[src/shared/isx_consts.svh]
// constants for the 16-bit stack bus extension owner
`ifndef ISX_CONSTS_SVH
`define ISX_CONSTS_SVH

// ****************************************************************
// timing
// ****************************************************************
`define ISX_CLK_MHZ 50
`define ISX_STRB_NS 250
`define ISX_STRB_CYC ((`ISX_STRB_NS * `ISX_CLK_MHZ + 999) / 1000)

// ****************************************************************
// field positions and reset values
// ****************************************************************
`define ISX_ADDR_W 24
`define ISX_LA_LSB 17
`define ISX_SA_W 20
`define ISX_IRQ_N 5
`define ISX_STRB_IDLE 1'b1
`define ISX_DACK_IDLE 1'b1

`endif

[src/shared/isx_pkg.sv]
// types for the 16-bit stack bus extension owner
package isx_pkg;

   // ****************************************************************
   // cycle states
   // ****************************************************************
   typedef enum logic [4:0] {
      S_IDLE = 5'h01,
      S_ADDR = 5'h02,
      S_DEC = 5'h04,
      S_STRB = 5'h08,
      S_REC = 5'h10
   } isx_state_e;

   // ****************************************************************
   // user request
   // ****************************************************************
   typedef struct packed {
      logic write;
      logic mem;
      logic word;
      logic [23:0] addr;
      logic [15:0] wdata;
   } isx_req_s;

endpackage : isx_pkg

[src/verilog/isx_dma0_arb.sv]
// channel 0 request and acknowledge arbiter
`timescale 1ns/1ps
`include "isx_consts.svh"

module isx_dma0_arb
(
   input wire logic clock,
   input wire logic resetn,
   input wire logic drq0,
   input wire logic owner_idle,
   output logic grant_next,
   output logic granted,
   output logic dack0_n
);

   // grant only from idle, hold until the requester drops its request
   always_comb
   begin
      grant_next = granted ? drq0 : (drq0 && owner_idle);
   end

   always_ff @(posedge clock or negedge resetn)
   begin
      if (!resetn)
      begin
         granted <= 1'b0;
         dack0_n <= `ISX_DACK_IDLE;
      end
      else
      begin
         granted <= grant_next;
         dack0_n <= ~grant_next;
      end
   end

   property p_dack_needs_drq;
      @(posedge clock) disable iff (!resetn)
      $fell(dack0_n) |-> $past(drq0);
   endproperty
   a_dack_needs_drq: assert property (p_dack_needs_drq)
      else $error("acknowledge without request");

   property p_dack_release;
      @(posedge clock) disable iff (!resetn)
      (!dack0_n && !drq0) |=> dack0_n;
   endproperty
   a_dack_release: assert property (p_dack_release)
      else $error("acknowledge held after request dropped");

endmodule : isx_dma0_arb

[src/verilog/isx_bus_owner.sv]
// bus owner for the 16-bit stack bus extension rows
`timescale 1ns/1ps
`include "isx_consts.svh"

// What this block does
// - drive byte-high enable low whenever data uses the upper lane
// - memory read strobe on every memory read; slave drives data
// - memory write strobe on every memory write; slave stores data
// - channel 0 acknowledge selects the requesting resource
// - channel 0 acknowledge also grants bus to a would-be master
// - master may take the bus from dma via channel 0 pair
module isx_bus_owner
#(
   parameter int STRB_CYC = `ISX_STRB_CYC
)
(
   input wire logic clock,
   input wire logic resetn,
   input wire logic req_valid,
   input isx_pkg::isx_req_s req_in,
   output logic req_ready,
   output logic done,
   output logic [15:0] rdata,
   output logic bale,
   output logic [6:0] la,
   output logic [19:0] sa,
   output logic sbhe_n,
   output logic memr_n,
   output logic memw_n,
   output logic ior_n,
   output logic iow_n,
   output logic ctl_oe,
   input wire logic [15:0] sd_in,
   output logic [15:0] sd_out,
   output logic sd_oe_lo,
   output logic sd_oe_hi,
   input wire logic memcs16_n,
   input wire logic iocs16_n,
   input wire logic [4:0] irq_in,
   output logic [4:0] irq_req,
   input wire logic drq0,
   output logic dack0_n,
   output logic master_grant
);

   // ****************************************************************
   // state
   // ****************************************************************
   isx_pkg::isx_state_e state;
   isx_pkg::isx_req_s req;
   logic phase_hi, split, wide, lane_hi;
   logic [7:0] cnt;
   logic accept, grant_next, granted;
   logic cs16_n, dec_wide, next_idle;

   assign accept = req_valid && req_ready;
   assign cs16_n = req.mem ? memcs16_n : iocs16_n;
   assign dec_wide = req.word && !req.addr[0] && !cs16_n;
   assign next_idle = (state == isx_pkg::S_IDLE && !accept) ||
                      (state == isx_pkg::S_REC && !(split && !phase_hi));

   // ****************************************************************
   // channel 0 arbiter
   // ****************************************************************
   isx_dma0_arb u_arb
   (
      .clock(clock),
      .resetn(resetn),
      .drq0(drq0),
      .owner_idle(state == isx_pkg::S_IDLE && !accept),
      .grant_next(grant_next),
      .granted(granted),
      .dack0_n(dack0_n)
   );

   // bus is handed over with the acknowledge, drivers let go at once
   always_ff @(posedge clock or negedge resetn)
   begin
      if (!resetn)
      begin
         ctl_oe <= 1'b1;
         master_grant <= 1'b0;
         req_ready <= 1'b0;
      end
      else
      begin
         ctl_oe <= ~grant_next;
         master_grant <= grant_next;
         req_ready <= next_idle && !drq0 && !grant_next;
      end
   end

   // ****************************************************************
   // interrupt requests, sampled as levels
   // ****************************************************************
   always_ff @(posedge clock or negedge resetn)
   begin
      if (!resetn)
         irq_req <= 5'h00;
      else
         irq_req <= irq_in;
   end

   // ****************************************************************
   // cycle sequencer
   // ****************************************************************
   always_ff @(posedge clock or negedge resetn)
   begin
      if (!resetn)
      begin
         state <= isx_pkg::S_IDLE;
         req <= '0;
         phase_hi <= 1'b0;
         split <= 1'b0;
         wide <= 1'b0;
         lane_hi <= 1'b0;
         cnt <= 8'h00;
         done <= 1'b0;
         rdata <= 16'h0000;
         bale <= 1'b0;
         la <= 7'h00;
         sa <= 20'h00000;
         sbhe_n <= 1'b1;
         memr_n <= `ISX_STRB_IDLE;
         memw_n <= `ISX_STRB_IDLE;
         ior_n <= `ISX_STRB_IDLE;
         iow_n <= `ISX_STRB_IDLE;
         sd_out <= 16'h0000;
         sd_oe_lo <= 1'b0;
         sd_oe_hi <= 1'b0;
      end
      else
      begin
         done <= 1'b0;
         unique case (state)
            isx_pkg::S_IDLE:
            begin
               if (accept)
               begin
                  req <= req_in;
                  phase_hi <= 1'b0;
                  split <= 1'b0;
                  bale <= 1'b1;
                  la <= req_in.addr[23:17];
                  sa <= req_in.addr[19:0];
                  sbhe_n <= ~(req_in.word | req_in.addr[0]);
                  state <= isx_pkg::S_ADDR;
               end
            end
            isx_pkg::S_ADDR:
            begin
               // slaves latch upper address on this falling edge of bale
               bale <= 1'b0;
               state <= isx_pkg::S_DEC;
            end
            isx_pkg::S_DEC:
            begin
               wide <= dec_wide;
               lane_hi <= dec_wide ? 1'b0 : (sa[0] && !cs16_n);
               if (!phase_hi)
                  split <= req.word && !dec_wide;
               if (req.word && !dec_wide && !phase_hi && !sa[0])
                  sbhe_n <= 1'b1;
               if (req.write)
               begin
                  if (dec_wide)
                  begin
                     sd_out <= req.wdata;
                     sd_oe_lo <= 1'b1;
                     sd_oe_hi <= 1'b1;
                  end
                  else if (sa[0] && !cs16_n)
                  begin
                     sd_out <= {(phase_hi ? req.wdata[15:8] : req.wdata[7:0]), 8'h00};
                     sd_oe_hi <= 1'b1;
                  end
                  else
                  begin
                     sd_out <= {8'h00, (phase_hi ? req.wdata[15:8] : req.wdata[7:0])};
                     sd_oe_lo <= 1'b1;
                  end
               end
               memr_n <= ~(req.mem && !req.write);
               memw_n <= ~(req.mem && req.write);
               ior_n <= ~(!req.mem && !req.write);
               iow_n <= ~(!req.mem && req.write);
               cnt <= 8'(STRB_CYC - 1);
               state <= isx_pkg::S_STRB;
            end
            isx_pkg::S_STRB:
            begin
               if (cnt != 8'h00)
                  cnt <= cnt - 8'h01;
               else
               begin
                  if (!req.write)
                  begin
                     if (wide)
                        rdata <= sd_in;
                     else if (phase_hi)
                        rdata[15:8] <= lane_hi ? sd_in[15:8] : sd_in[7:0];
                     else
                        rdata[7:0] <= lane_hi ? sd_in[15:8] : sd_in[7:0];
                  end
                  memr_n <= `ISX_STRB_IDLE;
                  memw_n <= `ISX_STRB_IDLE;
                  ior_n <= `ISX_STRB_IDLE;
                  iow_n <= `ISX_STRB_IDLE;
                  state <= isx_pkg::S_REC;
               end
            end
            isx_pkg::S_REC:
            begin
               sd_oe_lo <= 1'b0;
               sd_oe_hi <= 1'b0;
               if (split && !phase_hi)
               begin
                  // second byte goes to the odd address
                  phase_hi <= 1'b1;
                  bale <= 1'b1;
                  sa <= {req.addr[19:1], 1'b1};
                  sbhe_n <= 1'b0;
                  state <= isx_pkg::S_ADDR;
               end
               else
               begin
                  sbhe_n <= 1'b1;
                  done <= 1'b1;
                  state <= isx_pkg::S_IDLE;
               end
            end
         endcase
      end
   end

   // ****************************************************************
   // checks
   // ****************************************************************
   property p_hi_lane_sbhe;
      @(posedge clock) disable iff (!resetn)
      (sd_oe_hi && (!memw_n || !iow_n)) |-> !sbhe_n;
   endproperty
   a_hi_lane_sbhe: assert property (p_hi_lane_sbhe)
      else $error("upper lane driven without byte-high enable");
   property p_memr_on_read;
      @(posedge clock) disable iff (!resetn)
      (state == isx_pkg::S_DEC && req.mem && !req.write) |=> !memr_n [*2];
   endproperty
   a_memr_on_read: assert property (p_memr_on_read)
      else $error("memory read strobe missing");
   property p_memw_on_write;
      @(posedge clock) disable iff (!resetn)
      (state == isx_pkg::S_DEC && req.mem && req.write) |=> (!memw_n && memr_n);
   endproperty
   a_memw_on_write: assert property (p_memw_on_write)
      else $error("memory write strobe missing");
   property p_no_drive_when_granted;
      @(posedge clock) disable iff (!resetn)
      !dack0_n |-> (!ctl_oe && master_grant && memr_n && memw_n && !sd_oe_lo && !sd_oe_hi);
   endproperty
   a_no_drive_when_granted: assert property (p_no_drive_when_granted)
      else $error("owner still drives while bus granted");
   property p_grant_only_idle;
      @(posedge clock) disable iff (!resetn)
      $fell(dack0_n) |-> (granted && state == isx_pkg::S_IDLE && memr_n && memw_n);
   endproperty
   a_grant_only_idle: assert property (p_grant_only_idle)
      else $error("bus granted during an owner cycle");
   property p_split_two_cycles;
      @(posedge clock) disable iff (!resetn)
      (state == isx_pkg::S_REC && split && !phase_hi) |=> (bale && !sbhe_n && sa[0]);
   endproperty
   a_split_two_cycles: assert property (p_split_two_cycles)
      else $error("second byte transfer not started");
   property p_wide_needs_cs16;
      @(posedge clock) disable iff (!resetn)
      (state == isx_pkg::S_DEC && req.word && cs16_n) |=> !wide;
   endproperty
   a_wide_needs_cs16: assert property (p_wide_needs_cs16)
      else $error("wide cycle without 16-bit select");
   property p_strobe_width;
      @(posedge clock) disable iff (!resetn)
      $fell(memr_n) |-> (!memr_n [*2]) ##0 (state == isx_pkg::S_STRB);
   endproperty
   a_strobe_width: assert property (p_strobe_width)
      else $error("read strobe too short");

endmodule : isx_bus_owner

[config.mk]
export PLATFORM = sky130hd
export DESIGN_NAME = isx_bus_owner
export DESIGN_NICKNAME = d
export VERILOG_FILES = /design/src/shared/isx_pkg.sv /design/src/verilog/isx_dma0_arb.sv /design/src/verilog/isx_bus_owner.sv
export VERILOG_INCLUDE_DIRS = /design/src /design/src/shared
export SDC_FILE = /design/constraint.sdc
export NUM_CORES = 1
export LEC_CHECK = 0
export BUFFER_PORTS_ARGS = -buffer_cell sky130_fd_sc_hd__buf_2
export CELL_PAD_IN_SITES_DETAIL_PLACEMENT = 0
export CELL_PAD_IN_SITES_GLOBAL_PLACEMENT = 1
export CORE_MARGIN = 4
export CORE_UTILIZATION = 42
export DETAILED_ROUTE_END_ITERATION = 10
export PLACE_DENSITY = 0.77
export SETUP_SLACK_MARGIN = 0.15
export SYNTH_ARGS = -nofsm -noshare
export SYNTH_HDL_FRONTEND = slang
export SYNTH_HIERARCHICAL = 1
export SYNTH_SLANG_ARGS = --single-unit
[constraint.sdc]
create_clock -name clock -period 2.9 [get_ports clock]
set_input_delay 0.145 -clock clock [delete_from_list [all_inputs] [get_ports clock]]
set_output_delay 0.145 -clock clock [all_outputs]
set_load 0.1 [all_outputs]
==> results of run 1 <==
-- area by class of cell --
type	count	area share
sequential	131	0.4175
clock inverter	14	0.02542
clock buffer	18	0.05576
inverter	6	0.002859
timing repair buffer	204	0.1663
multi-input combinational	286	0.3042
tap	176	0.02796
-- synthesized netlist by cell type, drive strengths merged --
cell / n / area share
or3b: 1 / 0.0015
nor3: 3 / 0.0026
nand2: 33 / 0.021
or4: 5 / 0.0071
o21ai: 28 / 0.024
or3: 4 / 0.0043
o211ai: 2 / 0.0026
a22o: 1 / 0.0015
o32a: 2 / 0.0034
o311ai: 2 / 0.0030
mux2i: 29 / 0.050
a211o: 1 / 0.0015
a21oi: 9 / 0.0077
xnor2: 1 / 0.0015
clkbuf: 11 / 0.0071
a31oi: 3 / 0.0032
a211oi: 2 / 0.0026
buf: 18 / 0.020
ha: 1 / 0.0021
and4b: 3 / 0.0051
nand2b: 2 / 0.0021
and3b: 1 / 0.0015
dfstp: 8 / 0.036
and2: 1 / 0.0011
nor3b: 2 / 0.0026
o2bb2ai: 16 / 0.024
nor2b: 5 / 0.0053
nor4bb: 2 / 0.0034
nand3b: 3 / 0.0038
mux2: 91 / 0.19
inv: 6 / 0.0038
and3: 2 / 0.0021
o22a: 1 / 0.0015
dfrtp: 123 / 0.53
o21a: 2 / 0.0026
nand3: 6 / 0.0073
o31ai: 3 / 0.0038
nor4: 1 / 0.0036
o21bai: 1 / 0.0013
nand4b: 1 / 0.0015
nor2: 16 / 0.010
-- worst max-delay path by stage --
| stage | start | end | slack, ns |
|---|---|---|---|
| floorplan | cnt[0]$_DFFE_PN0P_ | rdata[0]$_DFFE_PN0P_ | 0.75 |
| global placement | cnt[0]$_DFFE_PN0P_ | rdata[13]$_DFFE_PN0P_ | 0.55 |
| detailed placement | cnt[0]$_DFFE_PN0P_ | rdata[10]$_DFFE_PN0P_ | 0.48 |
| CTS | cnt[0]$_DFFE_PN0P_ | rdata[10]$_DFFE_PN0P_ | 0.46 |
| global route | cnt[0]$_DFFE_PN0P_ | rdata[15]$_DFFE_PN0P_ | 0.33 |
| finish | cnt[0]$_DFFE_PN0P_ | rdata[15]$_DFFE_PN0P_ | 0.46 |
-- where the power goes --
part           leakage, nW  switching, mW  total, mW  internal, mW
clock network        0.304          0.815       2.29          1.47
registers             1.67          0.252       2.41          2.16
logic                 1.74           2.12       2.79         0.676
-- layer usage --
metal	up-vias	part of all wire	global-route usage
li1	2028	-	-
met1	2090	0.42	0.2159
met2	128	0.50	0.2955
met3	16	0.072	0.06266
met4	0	0.016	0.06877
met5	-	0	0
-- through the flow --
stage	area, µm²	utilization	power, mW	cells
floorplan	5853	-	4.682	452
global placement	6736	0.5007	5.147	753
detailed placement	6736	0.5007	5.198	753
CTS	7876	0.5855	7.561	835
global route	7876	0.5855	7.810	835
finish	7876	0.5855	7.491	835
-- sequential cells by signal (all words and copies together) (netlist names), 5 cells and up --
name / flops
la: 7
req: 36
cnt: 8
sd_out: 16
rdata: 16
sa: 20
irq_req: 5
state: 5
-- worst max-delay path, cell delays in order, from the launching register on --
cell and delay [ns]:
dfrtp_1 0.41, inv_1 0.07, ha_1 0.17, nor3b_1 0.40, nand3_4 0.15, or4_1 0.74, mux2_4 0.39
-- cell families (layout without fill, tap and decap cells) --
kind of cell,Yosys count,count (layout),share of synthesized area
and+or+nand+nor,91,91,0.08636
buffers and inverters,35,242,0.03078
muxes,120,120,0.2349
adders and majority gates,1,1,0.002137
AOI/OAI and AO/OA,73,73,0.08251
DFF,131,131,0.5618
xor gates and xnor gates,1,1,0.001497
==> impl_metrics.py, run 1 <==
metrics = {
    "run_status": {
        "status": "complete, no violations",
    },
    "floorplanning": {
        "die_area_um2": 15890,
        "die_x_um": 126.1,
        "core-area_um2": 13450,
        "rows": 42,
        "ios": 147,
        "initial_core_util": 0.4351,
        "die_h_um": 126.1,
    },
    "yosys": {
        "ys_seq_area_frac": 0.5618,
        "synth_cell_type_count": 48,
        "ys_ff_latch": 131,
        "postSynthCellCount": 452,
        "syn-num-nets": 523,
        "avgSynthCellArea_um2": 12.95,
        "ys_warn_count": 6,
        "syn_area_um2": 5853,
    },
    "clock_network": {
        "cts_tree": "done",
        "hold_buffers": 50,
        "ctsHtreeMaxLevel": 4,
        "path_clk_slew_ns": 0.06,
        "cts.path.max_buffers": 2,
        "postCtsSetupBuffers": 0,
        "cts_sinks": 131,
        "cts_inserted_buffers": 17,
        "clock_latency_ns": 0.42,
        "root_buffer": "clkbuf_16",
        "ctsResizeCount": 0,
    },
    "sta": {
        "drv_slew": 0,
        "rsz0062_at_grt": "no",
        "whs_ns": 0.1103,
        "fmax_mhz": 409.8,
        "tightest_slew_ns": 0.8214,
        "setup_slack_ns": 0.4599,
        "fin_crit_sh": 0.8414,
        "tns_ns": 0,
        "skew_ns": 0.01108,
        "hold_viol_final": 0,
        "setup_viol": 0,
        "slew_headroom": 0.4513,
        "min_period_ns": 2.440,
    },
    "drt": {
        "dr.pass1.iters": 4,
        "via_per_inst": 5.104,
        "detail-route-antenna-nets": 0,
        "initialDrtViolationCount": 169,
        "routed_wl_um": 13690,
        "post-route-drc-count": 0,
        "wire_per_inst_um": 16.40,
        "num_vias": 4262,
    },
    "final_layout": {
        "drive_gt1_frac": 0.4416,
        "syn2layout_area_growth_pct": 34.57,
        "mostFrequentLayoutCells": "buf_2 (145), dfrtp_1 (123), mux2_2 (75), dlygate4sd3_1 (50), nand2_1 (33)",
        "multi_input_area_um2": 2396,
        "nets": 717,
        "seq_area_um2": 3288,
        "fillers": 1160,
        "insertedDiodeCount": 0,
        "final_common_cell": "buf_2",
    },
    "setup_path": {
        "critical_path.endpoint_type": "flip-flop",
        "required_ns": 3.19,
        "arrival_ns": 2.73,
        "crit_path_max_fanout": 8,
        "r2r-start": "cnt[0]$_DFFE_PN0P_",
        "ff2ff_setup_slack_ns": 0.46,
        "worstReg2RegEnd": "rdata[15]$_DFFE_PN0P_",
        "start_kind": "flip-flop",
        "worstRegToRegCells": 6,
        "critPathKind": "flip-flop to flip-flop",
    },
    "worst_hold_path": {
        "min_path_cells": 3,
        "hp-class": "input port to flip-flop",
        "hold_end": "rdata[1]$_DFFE_PN0P_",
        "worstHoldStart": "sd_in[1]",
    },
    "power_and_ir_drop": {
        "leakagePower_nw": 3.722,
        "power_density_nw_per_um2": 951.1,
        "peakVddDrop_v": 0.0004494,
    },
    "grt": {
        "overflow": 0,
        "first_global_vias": 4535,
        "track_usage": 0.1790,
        "grt_start_max_net_pins": 74,
        "antenna_found_initial": 0,
        "grt_first_pass_wirelength_um": 22820,
    },
    "placement": {
        "place_congestion": 0.8096,
        "dp_slack_ns": 0.4798,
        "hpwlAfterDp_um": 9301,
        "port_buffers": 146,
    },
    "run": {
        "max_cap_viol_count": 0,
    },
}
Note: power is estimated with default switching activity, not from simulation.
==> run 2, diff against run 1 <==
- clock period: 2.9 -> 2.3 ns (I/O delays scaled with it)
==> impl_metrics.py, run 2 (synthesis gave the netlist of run 1 again) <==
metrics = {
    "final_layout": {
        "regMostFlops": "req",
        "final_common_cell": "buf_2",
        "largest_reg_flops": 36,
        "multi_input_area_um2": 2427,
        "insertedDiodeCount": 0,
        "drive_gt1_frac": 0.4623,
        "top_regs": "req: 36 flops, sa: 20 flops",
        "syn2layout_area_growth_pct": 37.67,
        "mostFrequentLayoutCells": "buf_2 (145), dfrtp_1 (123), mux2_2 (75), dlygate4sd3_1 (50), nand2_1 (33)",
        "fillers": 1127,
        "finalInstanceArea_um2": 8058,
        "seq_area_um2": 3288,
        "fin_util": 0.5990,
        "nets": 735,
    },
    "floorplanning": {
        "die_area_um2": 15890,
        "die_h_um": 126.1,
        "core-area_um2": 13450,
        "initial_core_util": 0.4351,
        "rows": 42,
        "ios": 147,
        "die_x_um": 126.1,
    },
    "grt": {
        "grt_first_pass_wirelength_um": 23490,
        "overflow": 0,
        "track_usage": 0.1815,
        "grt_start_max_net_pins": 54,
        "antenna_found_initial": 0,
        "first_global_vias": 4692,
    },
    "setup_path": {
        "r2r-start": "cnt[0]$_DFFE_PN0P_",
        "crit_buf_inv": 1,
        "start_kind": "flip-flop",
        "critical_path.endpoint_type": "flip-flop",
        "crit_path_max_fanout": 8,
        "arrival_ns": 2.39,
        "max_stage_delay_ns": 0.64,
        "crit_family": "simple AND/OR/NAND/NOR gates",
        "cpMaxStageDelayCell": "or4_4",
        "required_ns": 2.59,
        "path_cells": "inv_1 -> ha_4 -> nor3b_4 -> nand3_4 -> or4_4 -> mux2_4",
        "crit_path_start": "cnt[0]$_DFFE_PN0P_",
        "critPathKind": "flip-flop to flip-flop",
    },
    "power_and_ir_drop": {
        "peakVddDrop_v": 0.0005180,
        "power_density_nw_per_um2": 1192,
        "finalPower_mw": 9.606,
        "leakagePower_nw": 3.829,
    },
    "sta": {
        "min_period_ns": 2.100,
        "tightest_slew_ns": 0.4947,
        "tns_ns": 0,
        "slew_headroom": 0.6657,
        "drv_slew": 0,
        "fin_crit_sh": 0.9131,
        "hold_viol_final": 0,
        "setup_slack_ns": 0.2000,
        "skew_ns": 0.01180,
        "rsz0062_at_grt": "no",
        "fmax_mhz": 476.2,
        "setup_viol": 0,
    },
    "clock_network": {
        "cts_sinks": 131,
        "cts_inserted_buffers": 17,
        "cts_tree": "done",
        "ctsHtreeMaxLevel": 4,
        "root_buffer": "clkbuf_16",
        "cts.path.max_buffers": 2,
        "path_clk_slew_ns": 0.06,
        "clock_latency_ns": 0.42,
    },
    "worst_hold_path": {
        "worstHoldStart": "sd_in[15]",
        "hp-class": "input port to flip-flop",
    },
    "run": {
        "max_cap_viol_count": 0,
    },
    "drt": {
        "post-route-drc-count": 0,
        "detail-route-antenna-nets": 0,
        "via_per_inst": 5.055,
        "routed_wl_um": 13990,
        "initialDrtViolationCount": 214,
        "num_vias": 4312,
        "wire_per_inst_um": 16.40,
        "dr.pass1.iters": 4,
    },
    "run_status": {
        "status": "complete, no violations",
    },
    "placement": {
        "placed_area_um2": 6864,
        "hpwlAfterDp_um": 9433,
        "place_congestion": 0.7771,
        "dp_slack_ns": 0.1412,
        "port_buffers": 146,
    },
}
-- run 2: routing by layer --
layer,vias to the layer above,global-route usage,wire (µm)
li1,2064,-,-
met1,2102,0.2251,5854
met2,137,0.3014,7016
met3,9,0.06181,1027
met4,0,0.05489,88
met5,-,0,0
-- run 2: through the flow --
stage / std cells / hold slack [ns]
final: 853 / 0.08242
after global routing: 853 / 0.07355
after CTS: 849 / 0.05897
after detailed placement: 766 / 0.1055
after global placement: 766 / 0.1104
after floorplan: 452 / -0.1806
-- run 2: where the power goes --
group	total, mW	internal, mW	leakage [nW]	switching [mW]
clock network	2.83	1.83	0.305	0.996
registers	3.02	2.72	1.67	0.296
logic	3.75	0.991	1.85	2.76
total	9.61	5.55	3.83	4.06
-- run 2: worst paths after layout --
path | end | slack, ns | cells past startpoint
worst max-delay path | rdata[3]$_DFFE_PN0P_ | 0.20 | 6
worst min-delay path | rdata[15]$_DFFE_PN0P_ | 0.08 | 3
worst max register to register | rdata[3]$_DFFE_PN0P_ | 0.20 | 6
worst min register to register | u_arb/dack0_n$_DFF_PN1_ | 0.41 | 1
max in group asynchronous | req[21]$_DFFE_PN0P_ | 1.23 | 3
min in group asynchronous | state[1]$_DFFE_PN0P_ | 0.24 | 2
-- run 2: layout make-up --
| cell class | instances | area share |
|---|---|---|
| clock buffers | 18 | 0.05450 |
| clock inverters | 14 | 0.02314 |
| inverters | 6 | 0.002795 |
| multi-input cells | 286 | 0.3012 |
| flip-flops and latches | 131 | 0.4081 |
| well taps | 176 | 0.02733 |
| repair buffers | 222 | 0.1829 |
-- run 2: worst register-to-register path: cells and delay by family, from the launching register on --
family	cells	cell delay (ns)
AND/OR/NAND/NOR	3	1.00
flip-flops	1	0.40
adder cells (fa/ha/maj)	1	0.15
multiplexers	1	0.34
buffers and inverters	1	0.10
-- run 2: what timing repair did --
item                                    4_1_cts  5_1_grt
buffers inserted                              1        4
hold buffers                                 50        0
gates resized for setup                       3        3
endpoints found under the setup margin       16       16
pin swaps                                     0        3
hold endpoints to repair                    110        0
==> run 3, diff against run 2 <==
- PLACE_DENSITY: 0.77 -> default
- PLACE_DENSITY_LB_ADDON: default -> 0.1
- clock period: 2.3 -> 2.09 ns (I/O delays scaled with it)
==> impl_metrics.py, run 3 (synthesis gave the netlist of run 1 again) <==
metrics = {
    "grt": {
        "grt_start_max_net_pins": 70,
        "track_usage": 0.1801,
        "grt_first_pass_wirelength_um": 23000,
        "first_global_vias": 4715,
        "overflow": 0,
        "antenna_found_initial": 0,
    },
    "sta": {
        "drv_slew": 0,
        "fin_crit_sh": 0.9527,
        "tns_ns": 0,
        "setup_viol": 0,
        "fmax_mhz": 502.2,
        "rsz0062_at_grt": "yes",
        "min_period_ns": 1.991,
        "slew_headroom": 0.5709,
        "skew_ns": 0.008967,
        "tightest_slew_ns": 0.6436,
        "hold_viol_final": 0,
    },
    "placement": {
        "port_buffers": 146,
        "place_congestion": 0.8006,
        "dp_cells": 770,
        "hpwlAfterDp_um": 9360,
    },
    "floorplanning": {
        "die_area_um2": 15890,
        "die_h_um": 126.1,
        "core-area_um2": 13450,
        "rows": 42,
        "ios": 147,
        "initial_core_util": 0.4351,
        "die_x_um": 126.1,
    },
    "worst_hold_path": {
        "worstHoldStart": "sd_in[5]",
        "hold_end": "rdata[5]$_DFFE_PN0P_",
        "min_path_cells": 3,
        "hp-class": "input port to flip-flop",
    },
    "setup_path": {
        "cpMaxStageDelayCell": "or4_4",
        "critical_path.endpoint_type": "flip-flop",
        "critPathKind": "flip-flop to flip-flop",
        "ff2ff_setup_slack_ns": 0.1,
        "path_cells": "inv_1 -> ha_2 -> nor3b_4 -> nand3_4 -> or4_4 -> mux2_4",
        "max_stage_delay_ns": 0.54,
        "worstReg2RegEnd": "rdata[3]$_DFFE_PN0P_",
        "worstRegToRegCells": 6,
        "crit_path_max_fanout": 8,
        "r2r-start": "cnt[1]$_DFFE_PN0P_",
        "required_ns": 2.38,
        "arrival_ns": 2.28,
        "start_kind": "flip-flop",
    },
    "final_layout": {
        "stdcell_count": 859,
        "drive_gt1_frac": 0.4685,
        "top_regs": "req: 36 flops, sa: 20 flops",
        "final_common_cell": "buf_2",
        "insertedDiodeCount": 0,
        "largest_reg_flops": 36,
        "nets": 745,
        "regMostFlops": "req",
        "syn2layout_area_growth_pct": 37.43,
        "mostFrequentLayoutCells": "buf_2 (145), dfrtp_1 (121), mux2_2 (75), dlygate4sd3_1 (50)",
    },
    "clock_network": {
        "cts_tree": "done",
        "cts_sinks": 131,
        "path_clk_slew_ns": 0.05,
        "clock_latency_ns": 0.41,
        "cts.path.max_buffers": 2,
        "root_buffer": "clkbuf_16",
        "cts_inserted_buffers": 17,
        "ctsHtreeMaxLevel": 4,
    },
    "drt": {
        "via_per_inst": 5.133,
        "initialDrtViolationCount": 180,
        "wire_per_inst_um": 16.24,
        "post-route-drc-count": 0,
        "routed_wl_um": 13950,
        "dr.pass1.iters": 4,
        "detail-route-antenna-nets": 0,
        "num_vias": 4409,
    },
    "run": {
        "max_cap_viol_count": 0,
    },
    "power_and_ir_drop": {
        "power_density_nw_per_um2": 1258,
        "leakagePower_nw": 3.840,
        "peakVddDrop_v": 0.0007217,
    },
    "run_status": {
        "status": "complete, no violations",
    },
}
run 3: cell types whose count changed in the layout (fill, tap and decap cells not counted), moves of 2 or more:
cell and delta:
clkinv_2 -2, buf_4 +10, clkinv_4 -3, clkbuf_1 +4, dfrtp_1 -2, dfrtp_2 +2, bufinv_16 -3
run 3: final cells by class:
| type | count | area [µm²] |
|---|---|---|
| clock buffer | 22 | 454.2 |
| inverter | 6 | 22.52 |
| fill | 1124 | 5409 |
| clock inverter | 6 | 60.06 |
| timing repair buffer | 232 | 1563 |
| sequential | 131 | 3291 |
| multi-input combinational | 286 | 2434 |
| tap | 176 | 220.2 |
run 3: critical path, delay by kind of cell, from the launching register on:
| kind | cells | cell delay, ns |
|---|---|---|
| adders and majority gates | 1 | 0.18 |
| buffers and inverters | 1 | 0.07 |
| DFF | 1 | 0.40 |
| muxes | 1 | 0.34 |
| and+or+nand+nor | 3 | 0.88 |
run 3: worst max path at each step:
stage                          from  slack [ns]                    to  cells after the start
2_1_floorplan    cnt[5]$_DFFE_PN0P_        0.08  rdata[0]$_DFFE_PN0P_                      4
3_3_place_gp     cnt[6]$_DFFE_PN0P_        0.11  rdata[8]$_DFFE_PN0P_                      3
3_5_place_dp   state[1]$_DFFE_PN0P_        0.06     la[3]$_DFFE_PN0P_                      6
4_1_cts          cnt[1]$_DFFE_PN0P_        0.06  rdata[3]$_DFFE_PN0P_                      6
5_1_grt          cnt[1]$_DFFE_PN0P_        0.04  rdata[3]$_DFFE_PN0P_                      6
6_report         cnt[1]$_DFFE_PN0P_         0.1  rdata[3]$_DFFE_PN0P_                      6
run 3: timing repair:
action | 4_1_cts | 5_1_grt
hold buffers | 50 | 0
gates cloned | 0 | 1
setup buffers | 4 | 6
hold endpoints to repair | 125 | 0
pin swaps | 4 | 6
endpoints found under the setup margin | 60 | 91
gates resized for setup | 3 | 6
run 3: metal layers:
layer / wire length (µm) / up-vias / track usage
li1: - / 2080 / -
met1: 6056 / 2177 / 0.2198
met2: 6683 / 126 / 0.2964
met3: 946 / 26 / 0.06054
met4: 264 / 0 / 0.06877
met5: 0 / - / 0
run 3: metrics by stage:
stage                     utilization  total power, mW  worst slack [ns]  hold WS, ns  area, µm²
after floorplan                     -            6.507           0.07698      -0.1911       5884
after global routing           0.5979            10.58           0.04490      0.06453       8044
final                          0.5979            10.12           0.09879      0.07220       8044
after CTS                      0.5920            10.13           0.06377      0.05637       7964
after detailed placement       0.5133            7.354           0.05615       0.1613       6905
after global placement         0.5133            7.300            0.1098       0.1543       6905
run 3: report_power, final:
group          leakage, nW  internal (mW)  switching, mW
registers             1.67           3.00          0.312
clock network        0.248           1.63          0.988
logic                 1.92           1.14           3.05
total                 3.84           5.77           4.35
